==> config.mk <==
export PLATFORM = sky130hd
export DESIGN_NAME = asu_async_serial_unit
export DESIGN_NICKNAME = d
export VERILOG_FILES = /design/src/asu_pkg.sv /design/src/asu_async_serial_unit.sv
export SDC_FILE = /design/constraint.sdc
export NUM_CORES = 1
export LEC_CHECK = 0
export ABC_AREA = 1
export BUFFER_PORTS_ARGS = -buffer_cell sky130_fd_sc_hd__buf_2
export CORE_UTILIZATION = 60
export CTS_CLUSTER_DIAMETER = 150
export DETAILED_ROUTE_END_ITERATION = 6
export PLACE_DENSITY = 0.82
export REMOVE_ABC_BUFFERS = 1
export SETUP_SLACK_MARGIN = 0.1
export SYNTH_ARGS = -nofsm -noshare
export SYNTH_HDL_FRONTEND = slang
export SYNTH_SLANG_ARGS = --single-unit
export TNS_END_PERCENT = 5
==> constraint.sdc <==
create_clock -name clk_sys -period 5.7 [get_ports clk_sys]
set_input_delay 0.855 -clock clk_sys [delete_from_list [all_inputs] [get_ports clk_sys]]
set_output_delay 0.855 -clock clk_sys [all_outputs]
set_load 0.05 [all_outputs]
==> src/asu_pkg.sv <==
package asu_pkg;

  // register offsets on the plain register port
  localparam logic [2:0] ASU_OFS_MODE   = 3'h0;
  localparam logic [2:0] ASU_OFS_CTRL   = 3'h1;
  localparam logic [2:0] ASU_OFS_ERRST  = 3'h2;
  localparam logic [2:0] ASU_OFS_RXBUF  = 3'h3;
  localparam logic [2:0] ASU_OFS_TXBUF  = 3'h4;
  localparam logic [2:0] ASU_OFS_TXSTAT = 3'h5;
  localparam logic [2:0] ASU_OFS_CLKSEL = 3'h6;
  localparam logic [2:0] ASU_OFS_BAUD   = 3'h7;

  // field positions
  localparam int ASU_CTRL_BRK_FLAG = 7;
  localparam int ASU_CTRL_BRK_TRIG = 6;
  localparam int ASU_ERR_OVERRUN   = 0;
  localparam int ASU_ERR_FRAMING   = 1;
  localparam int ASU_ERR_PARITY    = 2;
  localparam int ASU_TXST_BUSY     = 0;
  localparam int ASU_TXST_FULL     = 1;

  // reset values
  localparam logic [7:0] ASU_RST_MODE   = 8'h01;
  localparam logic [7:0] ASU_RST_RXBUF  = 8'hFF;
  localparam logic [3:0] ASU_RST_CLKSEL = 4'h0;
  localparam logic [7:0] ASU_RST_BAUD   = 8'hFF;

  // base clock selection and break detection figures
  localparam logic [3:0] ASU_SEL_MAX_DIV = 4'hA;
  localparam logic [3:0] ASU_SEL_TIMER   = 4'hB;
  localparam logic [3:0] ASU_BRK_MIN_LOW = 4'hB;

  // parity modes
  localparam logic [1:0] ASU_PAR_NONE = 2'h0;
  localparam logic [1:0] ASU_PAR_ZERO = 2'h1;
  localparam logic [1:0] ASU_PAR_ODD  = 2'h2;
  localparam logic [1:0] ASU_PAR_EVEN = 2'h3;

  // serial_mode_reg layout, msb first
  typedef struct packed {
    logic       unit_power_bit;
    logic       tx_enable_bit;
    logic       rx_enable_bit;
    logic [1:0] parity;
    logic       char8;
    logic       stop2;
    logic       irq_merge_select;
  } asu_mode_t;

  // receiver and transmitter states
  typedef enum logic [2:0] {
    RX_IDLE, RX_START, RX_DATA, RX_PAR, RX_STOP, RX_BRK
  } asu_rx_state_t;

  typedef enum logic {TX_IDLE, TX_SHIFT} asu_tx_state_t;

endpackage : asu_pkg

==> src/asu_async_serial_unit.sv <==
// Added by the designer: strobed register access and the register offsets.
`timescale 1ns/1ns
`default_nettype none

// What this block does
// - detect parity, framing, overrun errors; any error raises an error request unless merge bit 0 is set
// - reading the error status returns flags then clears them to zero
// - parity error when received parity disagrees with configured odd or even parity; zero parity is not checked
// - framing error when stop bit position samples low
// - overrun when a frame completes while previous byte is unread
// - merge bit 0 routes errors to own request or receive-complete request
// - filtered level changes only when two successive base clock samples agree
// - receive logic lags the pin by two base clocks through the filter
// - break mode starts when trigger bit 6 set with power and receive enabled
// - in break mode a low of 11 bits or more completes and clears mode
// - no overrun, parity or framing detection during break reception
// - break reception never writes the receive buffer, which keeps its last value (FFH after reset)
// - a low of 10 bits or less raises nothing and break mode stays
// - base clock from 4-bit select, only while power is on
// - separate 8-bit divider counters for transmitter and receiver
// - transmit counter held zero unless power and transmit enable
// - transmit counter clears on first write and at back-to-back frame ends
// - receive counter held zero when off, runs from start bit to frame end
// - bit time is twice k base clocks, k from the divider field
// - after a falling edge wait k counts, accept start only if still low
// - on overrun the new byte is dropped, the unread byte is kept
module asu_async_serial_unit
  import asu_pkg::*;
(
  // clock and reset
  input  wire logic       clk_sys,
  input  wire logic       reset_n,
  // register port
  input  wire logic [2:0] reg_addr,
  input  wire logic [7:0] reg_wr_data,
  input  wire logic       reg_wr_en,
  input  wire logic       reg_rd_en,
  output var  logic [7:0] reg_rd_data,
  // serial pins and timer source
  input  wire logic       rx_pin,
  output var  logic       tx_pin,
  input  wire logic       timer_out_in,
  // interrupt requests
  output var  logic       rx_complete_irq,
  output var  logic       rx_error_irq,
  output var  logic       tx_complete_irq
);

  // parity of a byte, used by receiver and transmitter
  function automatic logic asu_xor8(input logic [7:0] v);
    asu_xor8 = ^v;
  endfunction : asu_xor8

  // configuration registers
  asu_mode_t  mode_q,   mode_d;
  logic [3:0] clksel_q, clksel_d;
  logic [7:0] baud_q,   baud_d;
  logic       wr_mode, wr_ctrl, wr_txbuf, wr_clksel, wr_baud;
  logic       rd_errst, rd_rxbuf;
  logic       rx_on, tx_on;

  // address decoding of the strobes
  always_comb
  begin
    wr_mode   = reg_wr_en && (reg_addr == ASU_OFS_MODE);
    wr_ctrl   = reg_wr_en && (reg_addr == ASU_OFS_CTRL);
    wr_txbuf  = reg_wr_en && (reg_addr == ASU_OFS_TXBUF);
    wr_clksel = reg_wr_en && (reg_addr == ASU_OFS_CLKSEL);
    wr_baud   = reg_wr_en && (reg_addr == ASU_OFS_BAUD);
    rd_errst  = reg_rd_en && (reg_addr == ASU_OFS_ERRST);
    rd_rxbuf  = reg_rd_en && (reg_addr == ASU_OFS_RXBUF);
    rx_on     = mode_q.unit_power_bit && mode_q.rx_enable_bit;
    tx_on     = mode_q.unit_power_bit && mode_q.tx_enable_bit;
    mode_d    = wr_mode ? asu_mode_t'(reg_wr_data) : mode_q;
    clksel_d  = wr_clksel ? reg_wr_data[3:0] : clksel_q;
    baud_d    = wr_baud ? reg_wr_data : baud_q;
  end

  always_ff @(posedge clk_sys or negedge reset_n)
  begin
    if (!reset_n)
    begin
      mode_q   <= asu_mode_t'(ASU_RST_MODE);
      clksel_q <= ASU_RST_CLKSEL;
      baud_q   <= ASU_RST_BAUD;
    end
    else
    begin
      mode_q   <= mode_d;
      clksel_q <= clksel_d;
      baud_q   <= baud_d;
    end
  end

  // prescaler, base clock tick and receive noise filter
  logic [9:0] presc_q, presc_d;
  logic       tmr_s1_q, tmr_s2_q, tmr_prev_q;
  logic       rx_s1_q, rx_s2_q;
  logic       smp_a_q, smp_a_d, smp_b_q, smp_b_d;
  logic       filt_q, filt_d, filt_prev_q, filt_prev_d;
  logic [9:0] div_mask;
  logic       tick;

  always_comb
  begin
    presc_d  = mode_q.unit_power_bit ? presc_q + 10'h001 : 10'h000;
    div_mask = 10'((11'h001 << clksel_q) - 11'h001);
    tick     = 1'b0;
    // base clock exists only while powered; sel 0 is the main clock
    if (!mode_q.unit_power_bit)
      tick = 1'b0;
    else if (clksel_q <= ASU_SEL_MAX_DIV)
      tick = ((presc_q & div_mask) == div_mask);
    else if (clksel_q == ASU_SEL_TIMER)
      tick = tmr_s2_q && !tmr_prev_q;
    smp_a_d     = smp_a_q;
    smp_b_d     = smp_b_q;
    filt_d      = filt_q;
    filt_prev_d = filt_prev_q;
    // a one-sample glitch never reaches the receiver
    if (tick)
    begin
      smp_a_d     = rx_s2_q;
      smp_b_d     = smp_a_q;
      filt_prev_d = filt_q;
      if (smp_a_q == smp_b_q)
        filt_d = smp_a_q;
    end
  end

  always_ff @(posedge clk_sys or negedge reset_n)
  begin
    if (!reset_n)
    begin
      presc_q     <= 10'h000;
      tmr_s1_q    <= 1'b0;
      tmr_s2_q    <= 1'b0;
      tmr_prev_q  <= 1'b0;
      rx_s1_q     <= 1'b1;
      rx_s2_q     <= 1'b1;
      smp_a_q     <= 1'b1;
      smp_b_q     <= 1'b1;
      filt_q      <= 1'b1;
      filt_prev_q <= 1'b1;
    end
    else
    begin
      presc_q     <= presc_d;
      tmr_s1_q    <= timer_out_in;
      tmr_s2_q    <= tmr_s1_q;
      tmr_prev_q  <= tmr_s2_q;
      rx_s1_q     <= rx_pin;
      rx_s2_q     <= rx_s1_q;
      smp_a_q     <= smp_a_d;
      smp_b_q     <= smp_b_d;
      filt_q      <= filt_d;
      filt_prev_q <= filt_prev_d;
    end
  end

  // receiver, error status, receive buffer and break control
  asu_rx_state_t rx_st_q, rx_st_d;
  logic [7:0] rx_cnt_q, rx_cnt_d;
  logic       rx_half_q, rx_half_d;
  logic [3:0] rx_idx_q, rx_idx_d;
  logic [7:0] rx_sh_q, rx_sh_d;
  logic       rx_par_q, rx_par_d;
  logic [7:0] rxbuf_q, rxbuf_d;
  logic       rx_full_q, rx_full_d;
  logic [2:0] err_q, err_d;
  logic       brk_trig_q, brk_trig_d;
  logic       rxc_irq_d, rxe_irq_d;
  logic       rx_half_evt, rx_bit_evt;
  logic [7:0] rx_byte;
  logic [2:0] err_set;
  logic [3:0] rx_nbits;

  always_comb
  begin
    rx_st_d     = rx_st_q;
    rx_cnt_d    = rx_cnt_q;
    rx_half_d   = rx_half_q;
    rx_idx_d    = rx_idx_q;
    rx_sh_d     = rx_sh_q;
    rx_par_d    = rx_par_q;
    rxbuf_d     = rxbuf_q;
    rx_full_d   = rx_full_q && !rd_rxbuf;
    brk_trig_d  = brk_trig_q;
    rxc_irq_d   = 1'b0;
    rxe_irq_d   = 1'b0;
    err_set     = 3'h0;
    rx_nbits    = mode_q.char8 ? 4'h8 : 4'h7;
    rx_byte     = mode_q.char8 ? rx_sh_q : {1'b0, rx_sh_q[7:1]};
    // each wrap of the counter marks half a bit: k ticks
    rx_half_evt = tick && (rx_cnt_q == baud_q - 8'h01);
    rx_bit_evt  = rx_half_evt && rx_half_q;
    if (rx_st_q != RX_IDLE && tick)
      rx_cnt_d = rx_half_evt ? 8'h00 : rx_cnt_q + 8'h01;
    if (rx_half_evt)
      rx_half_d = !rx_half_q;
    // trigger only takes while the receiver is live
    if (wr_ctrl && rx_on)
      brk_trig_d = reg_wr_data[ASU_CTRL_BRK_TRIG];
    case (rx_st_q)
      RX_IDLE:
      begin
        rx_cnt_d  = 8'h00;
        rx_half_d = 1'b0;
        if (filt_prev_q && !filt_q)
          rx_st_d = RX_START;
      end
      RX_START:
        if (rx_half_evt)
        begin
          rx_half_d = 1'b0;
          rx_idx_d  = brk_trig_q ? 4'h1 : 4'h0;
          if (filt_q)
            rx_st_d = RX_IDLE;
          else
            rx_st_d = brk_trig_q ? RX_BRK : RX_DATA;
        end
      RX_DATA:
        if (rx_bit_evt)
        begin
          rx_sh_d  = {filt_q, rx_sh_q[7:1]};
          rx_idx_d = rx_idx_q + 4'h1;
          if (rx_idx_q == rx_nbits - 4'h1)
            rx_st_d = (mode_q.parity == ASU_PAR_NONE) ? RX_STOP : RX_PAR;
        end
      RX_PAR:
        if (rx_bit_evt)
        begin
          rx_par_d = filt_q;
          rx_st_d  = RX_STOP;
        end
      RX_STOP:
        if (rx_bit_evt)
        begin
          rx_st_d = RX_IDLE;
          err_set[ASU_ERR_FRAMING] = !filt_q;
          if (mode_q.parity == ASU_PAR_EVEN)
            err_set[ASU_ERR_PARITY] = asu_xor8(rx_byte) ^ rx_par_q;
          else if (mode_q.parity == ASU_PAR_ODD)
            err_set[ASU_ERR_PARITY] = !(asu_xor8(rx_byte) ^ rx_par_q);
          err_set[ASU_ERR_OVERRUN] = rx_full_q && !rd_rxbuf;
          if (!err_set[ASU_ERR_OVERRUN])
          begin
            rxbuf_d   = rx_byte;
            rx_full_d = 1'b1;
          end
          // errors only reported once the stop position is reached
          if (err_set != 3'h0 && !mode_q.irq_merge_select)
            rxe_irq_d = 1'b1;
          else
            rxc_irq_d = 1'b1;
        end
      RX_BRK:
        // low width counted in bits; no error logic, buffer untouched
        if (rx_bit_evt)
        begin
          if (!filt_q)
            rx_idx_d = (rx_idx_q == 4'hF) ? rx_idx_q : rx_idx_q + 4'h1;
          else
          begin
            rx_st_d = RX_IDLE;
            if (rx_idx_q >= ASU_BRK_MIN_LOW)
            begin
              rxc_irq_d  = 1'b1;
              brk_trig_d = 1'b0;
            end
          end
        end
      default:
        rx_st_d = RX_IDLE;
    endcase
    // turning the receiver off stops it and ends break mode
    if (!rx_on)
    begin
      rx_st_d    = RX_IDLE;
      rx_cnt_d   = 8'h00;
      rx_half_d  = 1'b0;
      brk_trig_d = 1'b0;
      rxc_irq_d  = 1'b0;
      rxe_irq_d  = 1'b0;
      err_set    = 3'h0;
    end
    // read clears, but a flag set in the same cycle survives
    err_d = (rd_errst ? 3'h0 : err_q) | err_set;
  end

  always_ff @(posedge clk_sys or negedge reset_n)
  begin
    if (!reset_n)
    begin
      rx_st_q         <= RX_IDLE;
      rx_cnt_q        <= 8'h00;
      rx_half_q       <= 1'b0;
      rx_idx_q        <= 4'h0;
      rx_sh_q         <= 8'h00;
      rx_par_q        <= 1'b0;
      rxbuf_q         <= ASU_RST_RXBUF;
      rx_full_q       <= 1'b0;
      err_q           <= 3'h0;
      brk_trig_q      <= 1'b0;
      rx_complete_irq <= 1'b0;
      rx_error_irq    <= 1'b0;
    end
    else
    begin
      rx_st_q         <= rx_st_d;
      rx_cnt_q        <= rx_cnt_d;
      rx_half_q       <= rx_half_d;
      rx_idx_q        <= rx_idx_d;
      rx_sh_q         <= rx_sh_d;
      rx_par_q        <= rx_par_d;
      rxbuf_q         <= rxbuf_d;
      rx_full_q       <= rx_full_d;
      err_q           <= err_d;
      brk_trig_q      <= brk_trig_d;
      rx_complete_irq <= rxc_irq_d;
      rx_error_irq    <= rxe_irq_d;
    end
  end

  // transmitter with its one-byte buffer
  asu_tx_state_t tx_st_q, tx_st_d;
  logic [7:0]  tx_cnt_q, tx_cnt_d;
  logic        tx_half_q, tx_half_d;
  logic [11:0] tx_sh_q, tx_sh_d;
  logic [3:0]  tx_left_q, tx_left_d;
  logic [7:0]  txbuf_q, txbuf_d;
  logic        tx_full_q, tx_full_d;
  logic        tx_pin_d, txc_irq_d;
  logic        tx_bit_evt, tx_load;
  logic [7:0]  tx_src;
  logic [11:0] tx_frame;
  logic [3:0]  tx_len;
  logic        tx_pbit;

  always_comb
  begin
    tx_st_d    = tx_st_q;
    tx_half_d  = tx_half_q;
    tx_sh_d    = tx_sh_q;
    tx_left_d  = tx_left_q;
    txbuf_d    = txbuf_q;
    tx_full_d  = tx_full_q;
    txc_irq_d  = 1'b0;
    tx_load    = 1'b0;
    tx_src     = txbuf_q;
    tx_bit_evt = tick && (tx_cnt_q == baud_q - 8'h01) && tx_half_q;
    // counter runs freely while enabled, also after the last frame
    tx_cnt_d   = tx_cnt_q;
    if (tick)
    begin
      tx_cnt_d = (tx_cnt_q == baud_q - 8'h01) ? 8'h00
                                               : tx_cnt_q + 8'h01;
      if (tx_cnt_q == baud_q - 8'h01)
        tx_half_d = !tx_half_q;
    end
    if (wr_txbuf && tx_on)
    begin
      if (tx_st_q == TX_IDLE)
      begin
        tx_load = 1'b1;
        tx_src  = reg_wr_data;
      end
      else
      begin
        txbuf_d   = reg_wr_data;
        tx_full_d = 1'b1;
      end
    end
    if (tx_st_q == TX_SHIFT && tx_bit_evt)
    begin
      tx_sh_d   = {1'b1, tx_sh_q[11:1]};
      tx_left_d = tx_left_q - 4'h1;
      if (tx_left_q == 4'h1)
      begin
        txc_irq_d = 1'b1;
        tx_st_d   = TX_IDLE;
        if (tx_full_d)
        begin
          tx_load   = 1'b1;
          tx_src    = txbuf_d;
          tx_full_d = 1'b0;
        end
      end
    end
    // frame: start, data lsb first, optional parity, stop bits
    tx_pbit  = (mode_q.parity == ASU_PAR_ODD) ? !asu_xor8(tx_src)
             : (mode_q.parity == ASU_PAR_EVEN) ? asu_xor8(tx_src)
             : 1'b0;
    tx_frame = mode_q.char8 ? {2'b11, tx_pbit, tx_src, 1'b0}
                            : {3'b111, tx_pbit, tx_src[6:0], 1'b0};
    if (mode_q.parity == ASU_PAR_NONE)
      tx_frame = mode_q.char8 ? {3'b111, tx_src, 1'b0}
                              : {4'b1111, tx_src[6:0], 1'b0};
    tx_len = 4'h2 + (mode_q.char8 ? 4'h8 : 4'h7)
           + ((mode_q.parity != ASU_PAR_NONE) ? 4'h1 : 4'h0)
           + (mode_q.stop2 ? 4'h1 : 4'h0);
    if (tx_load)
    begin
      tx_st_d   = TX_SHIFT;
      tx_sh_d   = tx_frame;
      tx_left_d = tx_len;
      tx_cnt_d  = 8'h00;
      tx_half_d = 1'b0;
    end
    // disabled transmitter: counter pinned at zero, data dropped
    if (!tx_on)
    begin
      tx_st_d   = TX_IDLE;
      tx_cnt_d  = 8'h00;
      tx_half_d = 1'b0;
      tx_full_d = 1'b0;
      txc_irq_d = 1'b0;
    end
    tx_pin_d = (tx_st_d == TX_SHIFT) ? tx_sh_d[0] : 1'b1;
  end

  always_ff @(posedge clk_sys or negedge reset_n)
  begin
    if (!reset_n)
    begin
      tx_st_q         <= TX_IDLE;
      tx_cnt_q        <= 8'h00;
      tx_half_q       <= 1'b0;
      tx_sh_q         <= 12'hFFF;
      tx_left_q       <= 4'h0;
      txbuf_q         <= 8'h00;
      tx_full_q       <= 1'b0;
      tx_pin          <= 1'b1;
      tx_complete_irq <= 1'b0;
    end
    else
    begin
      tx_st_q         <= tx_st_d;
      tx_cnt_q        <= tx_cnt_d;
      tx_half_q       <= tx_half_d;
      tx_sh_q         <= tx_sh_d;
      tx_left_q       <= tx_left_d;
      txbuf_q         <= txbuf_d;
      tx_full_q       <= tx_full_d;
      tx_pin          <= tx_pin_d;
      tx_complete_irq <= txc_irq_d;
    end
  end

  // read data, valid the cycle after the read strobe
  logic [7:0] rd_data_d;

  always_comb
  begin
    rd_data_d = 8'h00;
    if (!reg_rd_en)
      rd_data_d = 8'h00;
    else if (reg_addr == ASU_OFS_MODE)
      rd_data_d = mode_q;
    else if (reg_addr == ASU_OFS_CTRL)
    begin
      rd_data_d[ASU_CTRL_BRK_FLAG] = brk_trig_q;
      rd_data_d[ASU_CTRL_BRK_TRIG] = brk_trig_q;
    end
    else if (reg_addr == ASU_OFS_ERRST)
      rd_data_d = {5'h00, err_q};
    else if (reg_addr == ASU_OFS_RXBUF)
      rd_data_d = rxbuf_q;
    else if (reg_addr == ASU_OFS_TXBUF)
      rd_data_d = txbuf_q;
    else if (reg_addr == ASU_OFS_TXSTAT)
    begin
      rd_data_d[ASU_TXST_BUSY] = (tx_st_q == TX_SHIFT);
      rd_data_d[ASU_TXST_FULL] = tx_full_q;
    end
    else if (reg_addr == ASU_OFS_CLKSEL)
      rd_data_d = {4'h0, clksel_q};
    else
      rd_data_d = baud_q;
  end

  always_ff @(posedge clk_sys or negedge reset_n)
  begin
    if (!reset_n)
      reg_rd_data <= 8'h00;
    else
      reg_rd_data <= rd_data_d;
  end

endmodule : asu_async_serial_unit

`default_nettype wire

Yosys cells after proc, flatten, opt, wreduce, memory -nomap -nowiden
Cells that the tools add are included.
Widths: inputs -> output; s select.

word-level totals
  bits in latches = 0
  memory bits (read-only) = 0
  memory bits (writable) = 0
  output and inout port bits = 12
  memories kept = 0
  flip-flop bits (word level) = 124

cells by class
  div/mod/pow operators = 0
  equality and inequality tests = 38
  $lt $le $gt $ge = 2
  mux-type cells = 115
  multiply operators = 0
  add/subtract/negate cells = 11
  reduce and logical (&&, ||, !) cells = 46
  bitwise gates (word level) = 4
  shift operators = 1

operators by type and width
  operator               number
  $mux 8                 22
  $mux 1                 55
  $mux 3                 16
  $mux 4                 8
  $mux 10                3
  $mux 12                2
  $ne 3x3->1 const B     8
  $logic_and 1x1->1      21
  $eq 3x3->1 const B     6
  $pmux 3 s6             1
  $add 8x1->8 const B    2
  $eq 8x8->1             2
  $reduce_xor 8->1       2
  $eq 3x2->1 const B     4
  $mux 6                 2
  $pmux 4 s3             1
  $add 10x1->10 const B  1
  $and 10x10->10         1
  $eq 10x10->1           1
  $ne 2x2->1 const B     5
  $shl 1x4->10 const A   1
  $sub 10x1->10 const B  1
  $mux 9                 1
  $ne 3x1->1 const B     3
  other kinds (27)       48

Logic depth before layout (Yosys ltp)
  depth in word-level cells = 17
  gate-level depth with buffers = 28
  gate-level depth less buffers = 27

Least setup slack after synthesis
Ideal clock, no wire load.

  path type = reg-to-reg
  start point = reg clksel_q[2]
  end point = reg rx_st_q[2]
  arrival time = 3.050 ns
  path slack = 2.495 ns
  cell stages (with the launch flop) = 22
  data required time = 5.545 ns
  path through = dfrtp_1 -> buf_6 -> nor2_4 -> nand3_1 -> ha_1 -> inv_1 -> nand2_1 -> nand2_1 -> nor2_1 -> nand2_1 -> nor2_1 -> nand3_2 -> nand2_1 -> nand2_2 -> nor2_1 -> ha_1 -> nor2_1 -> a211o_1 -> o21ai_0 -> o311ai_0 -> a21oi_1 -> a21oi_1

on the way
  cells in the longest elaborated chain, start to end = 10

RTL lines
  item                          line                          source
  start, declared               asu_async_serial_unit.sv:56   logic [3:0] clksel_q, clksel_d;
  start signal, assigned        asu_async_serial_unit.sv:90   clksel_q <= clksel_d;
  $shl 1x4->10                  asu_async_serial_unit.sv:107  div_mask = 10'((11'h001 << clksel_q) - 11'h001);
  $sub 10x1->10                 asu_async_serial_unit.sv:107
  $and 10x10->10                asu_async_serial_unit.sv:113  tick = ((presc_q & div_mask) == div_mask);
  $eq 10x10->1                  asu_async_serial_unit.sv:113
  $mux 1 *                      asu_async_serial_unit.sv:112  else if (clksel_q <= ASU_SEL_MAX_DIV)
  $mux 1 *                      asu_async_serial_unit.sv:110  if (!mode_q.unit_power_bit)
  $logic_and 1x1->1 *           asu_async_serial_unit.sv:195  rx_half_evt = tick && (rx_cnt_q == baud_q - 8'h01);
  $logic_and 1x1->1             asu_async_serial_unit.sv:196  rx_bit_evt = rx_half_evt && rx_half_q;
  $ne 3x3->1 (no line)          n/a
  $reduce_and 8->1 (no line) *  n/a
  end signal, assigned          asu_async_serial_unit.sv:310  rx_st_q <= rx_st_d;
  end, declared                 asu_async_serial_unit.sv:162  asu_rx_state_t rx_st_q, rx_st_d;

Mark *: on every way between the ends. The rest lies on a longest branch, timed or not.
A chain may end at the register's enable or synchronous reset.

Worst setup path after layout
  start point = reg clksel_q[2]
  end point = reg tx_cnt_q[7]

on the way
  cells in the longest elaborated chain, start to end = 12

RTL lines
  item                            line                          source
  $shl 1x4->10                    asu_async_serial_unit.sv:107
  $sub 10x1->10                   asu_async_serial_unit.sv:107
  $and 10x10->10                  asu_async_serial_unit.sv:113
  $eq 10x10->1                    asu_async_serial_unit.sv:113
  $mux 1 *                        asu_async_serial_unit.sv:112
  $mux 1 *                        asu_async_serial_unit.sv:110
  $logic_and 1x1->1 (2 in a row)  asu_async_serial_unit.sv:351  tx_bit_evt = tick && (tx_cnt_q == baud_q - 8'h01) && tx_half_q;
  $logic_and 1x1->1               asu_async_serial_unit.sv:374  if (tx_st_q == TX_SHIFT && tx_bit_evt)
  $mux 1                          asu_async_serial_unit.sv:374
  $mux 8                          asu_async_serial_unit.sv:402  if (tx_load)
  $mux 8                          asu_async_serial_unit.sv:411  if (!tx_on)
  end signal, assigned            asu_async_serial_unit.sv:439  tx_cnt_q <= tx_cnt_d;
  end, declared                   asu_async_serial_unit.sv:327  logic [7:0] tx_cnt_q, tx_cnt_d;

Marks and branches as above.

==> metrics.yaml <==
status: "completed"
cp-end-kind: "flip-flop"
path_class: "flip-flop to flip-flop"
grt_overflow: 0
final_area_um2: 8220
ys_seq_area_frac: 0.427
final_nets: 1062
setup_viol: 0
tightest_slew_ns: 1.02
syn_to_final_growth_pct: 11.3
fin_crit_ns: 3.90
post-cts-setup-buffers: 0
dr.pass1.iters: 6
hp-class: "flip-flop to flip-flop"
die_h_um: 113
ctsHtreeMaxLevel: 4
critPathLaunchType: "flip-flop"
wirelength_um: 18000
insertion_delay_ns: 0.42
clock_path_buffers: 2
cts.sinks: 124
place_inst: 1161
period_share: 0.685
grt_first_pass_wirelength_um: 30300
grtUsageTotal: 0.306
yosys.area_share.simple: 0.282
synth_mux_area_frac: 0.00441
grt_pass1_vias: 6341
wl_per_cell_um: 15.1
detailed_place.area_um2: 7610
drive_gt1_frac: 0.139
synth_area_per_cell_um2: 7.35
cts_hold_buf: 0
grt_start_max_net_pins: 67
cp_max_fo: 23
cts_root_buffer: "clkbuf_16"
start_util: 0.614
gp_congestion: 0.899
synth_cell_type_count: 49
num_rows: 40
viasPerCell: 5.64
dieWidth_um: 113
finalHoldViolations: 0
worstPathRequired_ns: 6.00
hold_ws_ns: 0.353
die-area_um2: 12700
synthArstFlopShare: 1.00
cts-resized-gates: 0
num_antenna_cells: 0
dp_hpwl_um: 12800
max-vdd-ir-drop_mv: 0.240
cellLeakagePower_nw: 3.88
synth_xor_area_frac: 0.0261
netlist_area_um2: 7380
drcViolationCount: 0
ys.flop_type: "dfrtp_1"
io_buffers: 28
slew_violations: 0
synth_compound_area_frac: 0.151
pin_count: 29
rsz0062_at_grt: "no"
ys_ff_latch: 124
power.density_nw_per_um2: 347
cp_data_arrival_time_ns: 4.21
fmax_ghz: 0.256
synthAdderAreaFrac: 0.0214
ys_warn_count: 0
synth_top_family_by_area: "simple AND/OR/NAND/NOR gates"
synth_enable_flop_cells: 0
postRouteAntennaNets: 0
clk_pin_slew_ns: 0.06
layoutNonFillerInstCount: 1192
syn_inst: 1004
fin_worst_skew_ns: 0.00548
tritoncts: "done"
vias: 6720
drtIter0Drc: 674
cts_inserted_buffers: 17
cap_violations: 0
antenna_found_initial: 0
timing.setup.tns_ns: 0
slew_headroom: 0.313
coreArea_um2: 12000
path summary, 6_finish.rpt:
path	slack, ns	start	endpoint	cells after the start
max	1.80	clksel_q[2]	tx_cnt_q[7]	24
min	0.35	tmr_s1_q	tmr_s2_q	0
max reg2reg	1.80	clksel_q[2]	tx_cnt_q[7]	24
min reg2reg	0.35	tmr_s1_q	tmr_s2_q	0
max in group asynchronous	3.91	reset_n	rx_complete_irq	2
min in group asynchronous	0.50	reset_n	presc_q[6]	1
flip-flops by register name, summed over array words and instances (netlist names), 3 cells and up:
signal	flops
rx_st_q	3
tx_left_q	4
baud_q	8
clksel_q	4
rx_cnt_q	8
reg_rd_data	8
rx_idx_q	4
mode_q	8
tx_sh_q	12
rx_sh_q	8
tx_cnt_q	8
txbuf_q	8
presc_q	10
err_q	3
rxbuf_q	8
layer usage:
| layer | vias to the layer above | wire, um | track usage |
|---|---|---|---|
| li1 | 3314 | - | - |
| met1 | 3178 | 7960 | 0.389 |
| met2 | 191 | 8640 | 0.514 |
| met3 | 37 | 947 | 0.0680 |
| met4 | 0 | 412 | 0.114 |
| met5 | - | 0 | 0 |
cell families (layout without fill, tap and decap cells):
logic type | Yosys count | in the layout
AOI/OAI and AO/OA | 200 | 200
muxes | 3 | 3
and+or+nand+nor | 479 | 479
adders and majority gates | 12 | 12
xor gates and xnor gates | 22 | 22
buffers and inverters | 164 | 205
DFF | 124 | 124
power breakdown:
group / internal, mW / total, mW / switching [mW]
clock network: 0.725 / 1.12 / 0.391
registers: 1.01 / 1.11 / 0.105
logic: 0.207 / 0.627 / 0.419
total: 1.94 / 2.85 / 0.915
synth_stat cells, types with 2 or more instances:
cell type,count,area (um^2)
a211oi_1,4,30.0
a21oi_1,43,215
a31oi_1,2,12.5
buf_1,2,7.51
buf_2,3,15.0
buf_4,2,15.0
buf_6,3,33.8
clkbuf_1,9,33.8
clkinv_1,6,22.5
dfrtp_1,88,2200
dfstp_2,36,946
ha_1,11,138
inv_1,132,495
inv_2,7,26.3
mux2_2,2,22.5
nand2_1,276,1040
nand2_2,19,119
nand2_4,2,22.5
nand3_1,51,255
nand3_2,2,20.0
nand4_1,14,87.6
nor2_1,77,289
nor2_2,10,62.6
nor2_4,3,33.8
nor3_1,20,100
o2111ai_1,3,26.3
o211ai_1,6,45.0
o21ai_0,109,546
o21ai_1,5,25.0
o221ai_1,5,43.8
o22ai_1,13,81.3
o31ai_1,2,15.0
xnor2_1,4,35.0
xor2_1,18,158
cell usage in the layout (no fill, tap or decap), drive strengths merged, types with 2 or more instances in the layout:
| cell type | count |
|---|---|
| clkinv | 12 |
| o221ai | 5 |
| a31oi | 2 |
| ha | 11 |
| o211ai | 6 |
| nand4 | 15 |
| bufinv | 4 |
| o21ai | 115 |
| nand3 | 53 |
| o22ai | 13 |
| xor2 | 18 |
| nor3 | 21 |
| o31ai | 2 |
| a21oi | 45 |
| dfstp | 36 |
| mux2 | 2 |
| dfrtp | 88 |
| buf | 29 |
| inv | 139 |
| a211oi | 4 |
| clkbuf | 19 |
| nand2 | 297 |
| clkinvlp | 2 |
| xnor2 | 4 |
| nor2 | 90 |
| o2111ai | 3 |
area by class of cell:
class / instances / area, um^2
fill: 983 / 3800
clock inverter: 12 / 173
timing repair buffer: 29 / 150
tap: 147 / 184
sequential: 124 / 3150
multi-input combinational: 716 / 3580
clock buffer: 19 / 433
inverter: 145 / 544
critical path, stage by stage, from the launching register on:
cell and delay, ns:
dfrtp_1 0.51, nor2_4 0.23, nand3_1 0.11, ha_1 0.29
inv_1 0.04, nand2_1 0.05, nand2_1 0.04, nor2_1 0.09
nand2_1 0.05, nor2_1 0.12, nand3_2 0.12, a21oi_4 0.31
nand4_4 0.32, inv_2 0.27, o21ai_2 0.17, nand2_4 0.27
nand2_2 0.13, nor2_4 0.14, nor2_2 0.06, nand2_1 0.09
nor2_2 0.05, nand2_1 0.09, nor2_1 0.06, o21ai_1 0.12
a21oi_1 0.05
through the flow:
step                      total power [mW]   util  setup WS, ns
final                                 2.85  0.684          1.80
after global routing                  3.01  0.684          1.41
after CTS                             2.86  0.684          1.85
after detailed placement              1.73  0.634          1.88
after global placement                1.71  0.634          1.97
after floorplan                       1.55      -          2.50
No activity file was read; power rests on OpenSTA's default activity.
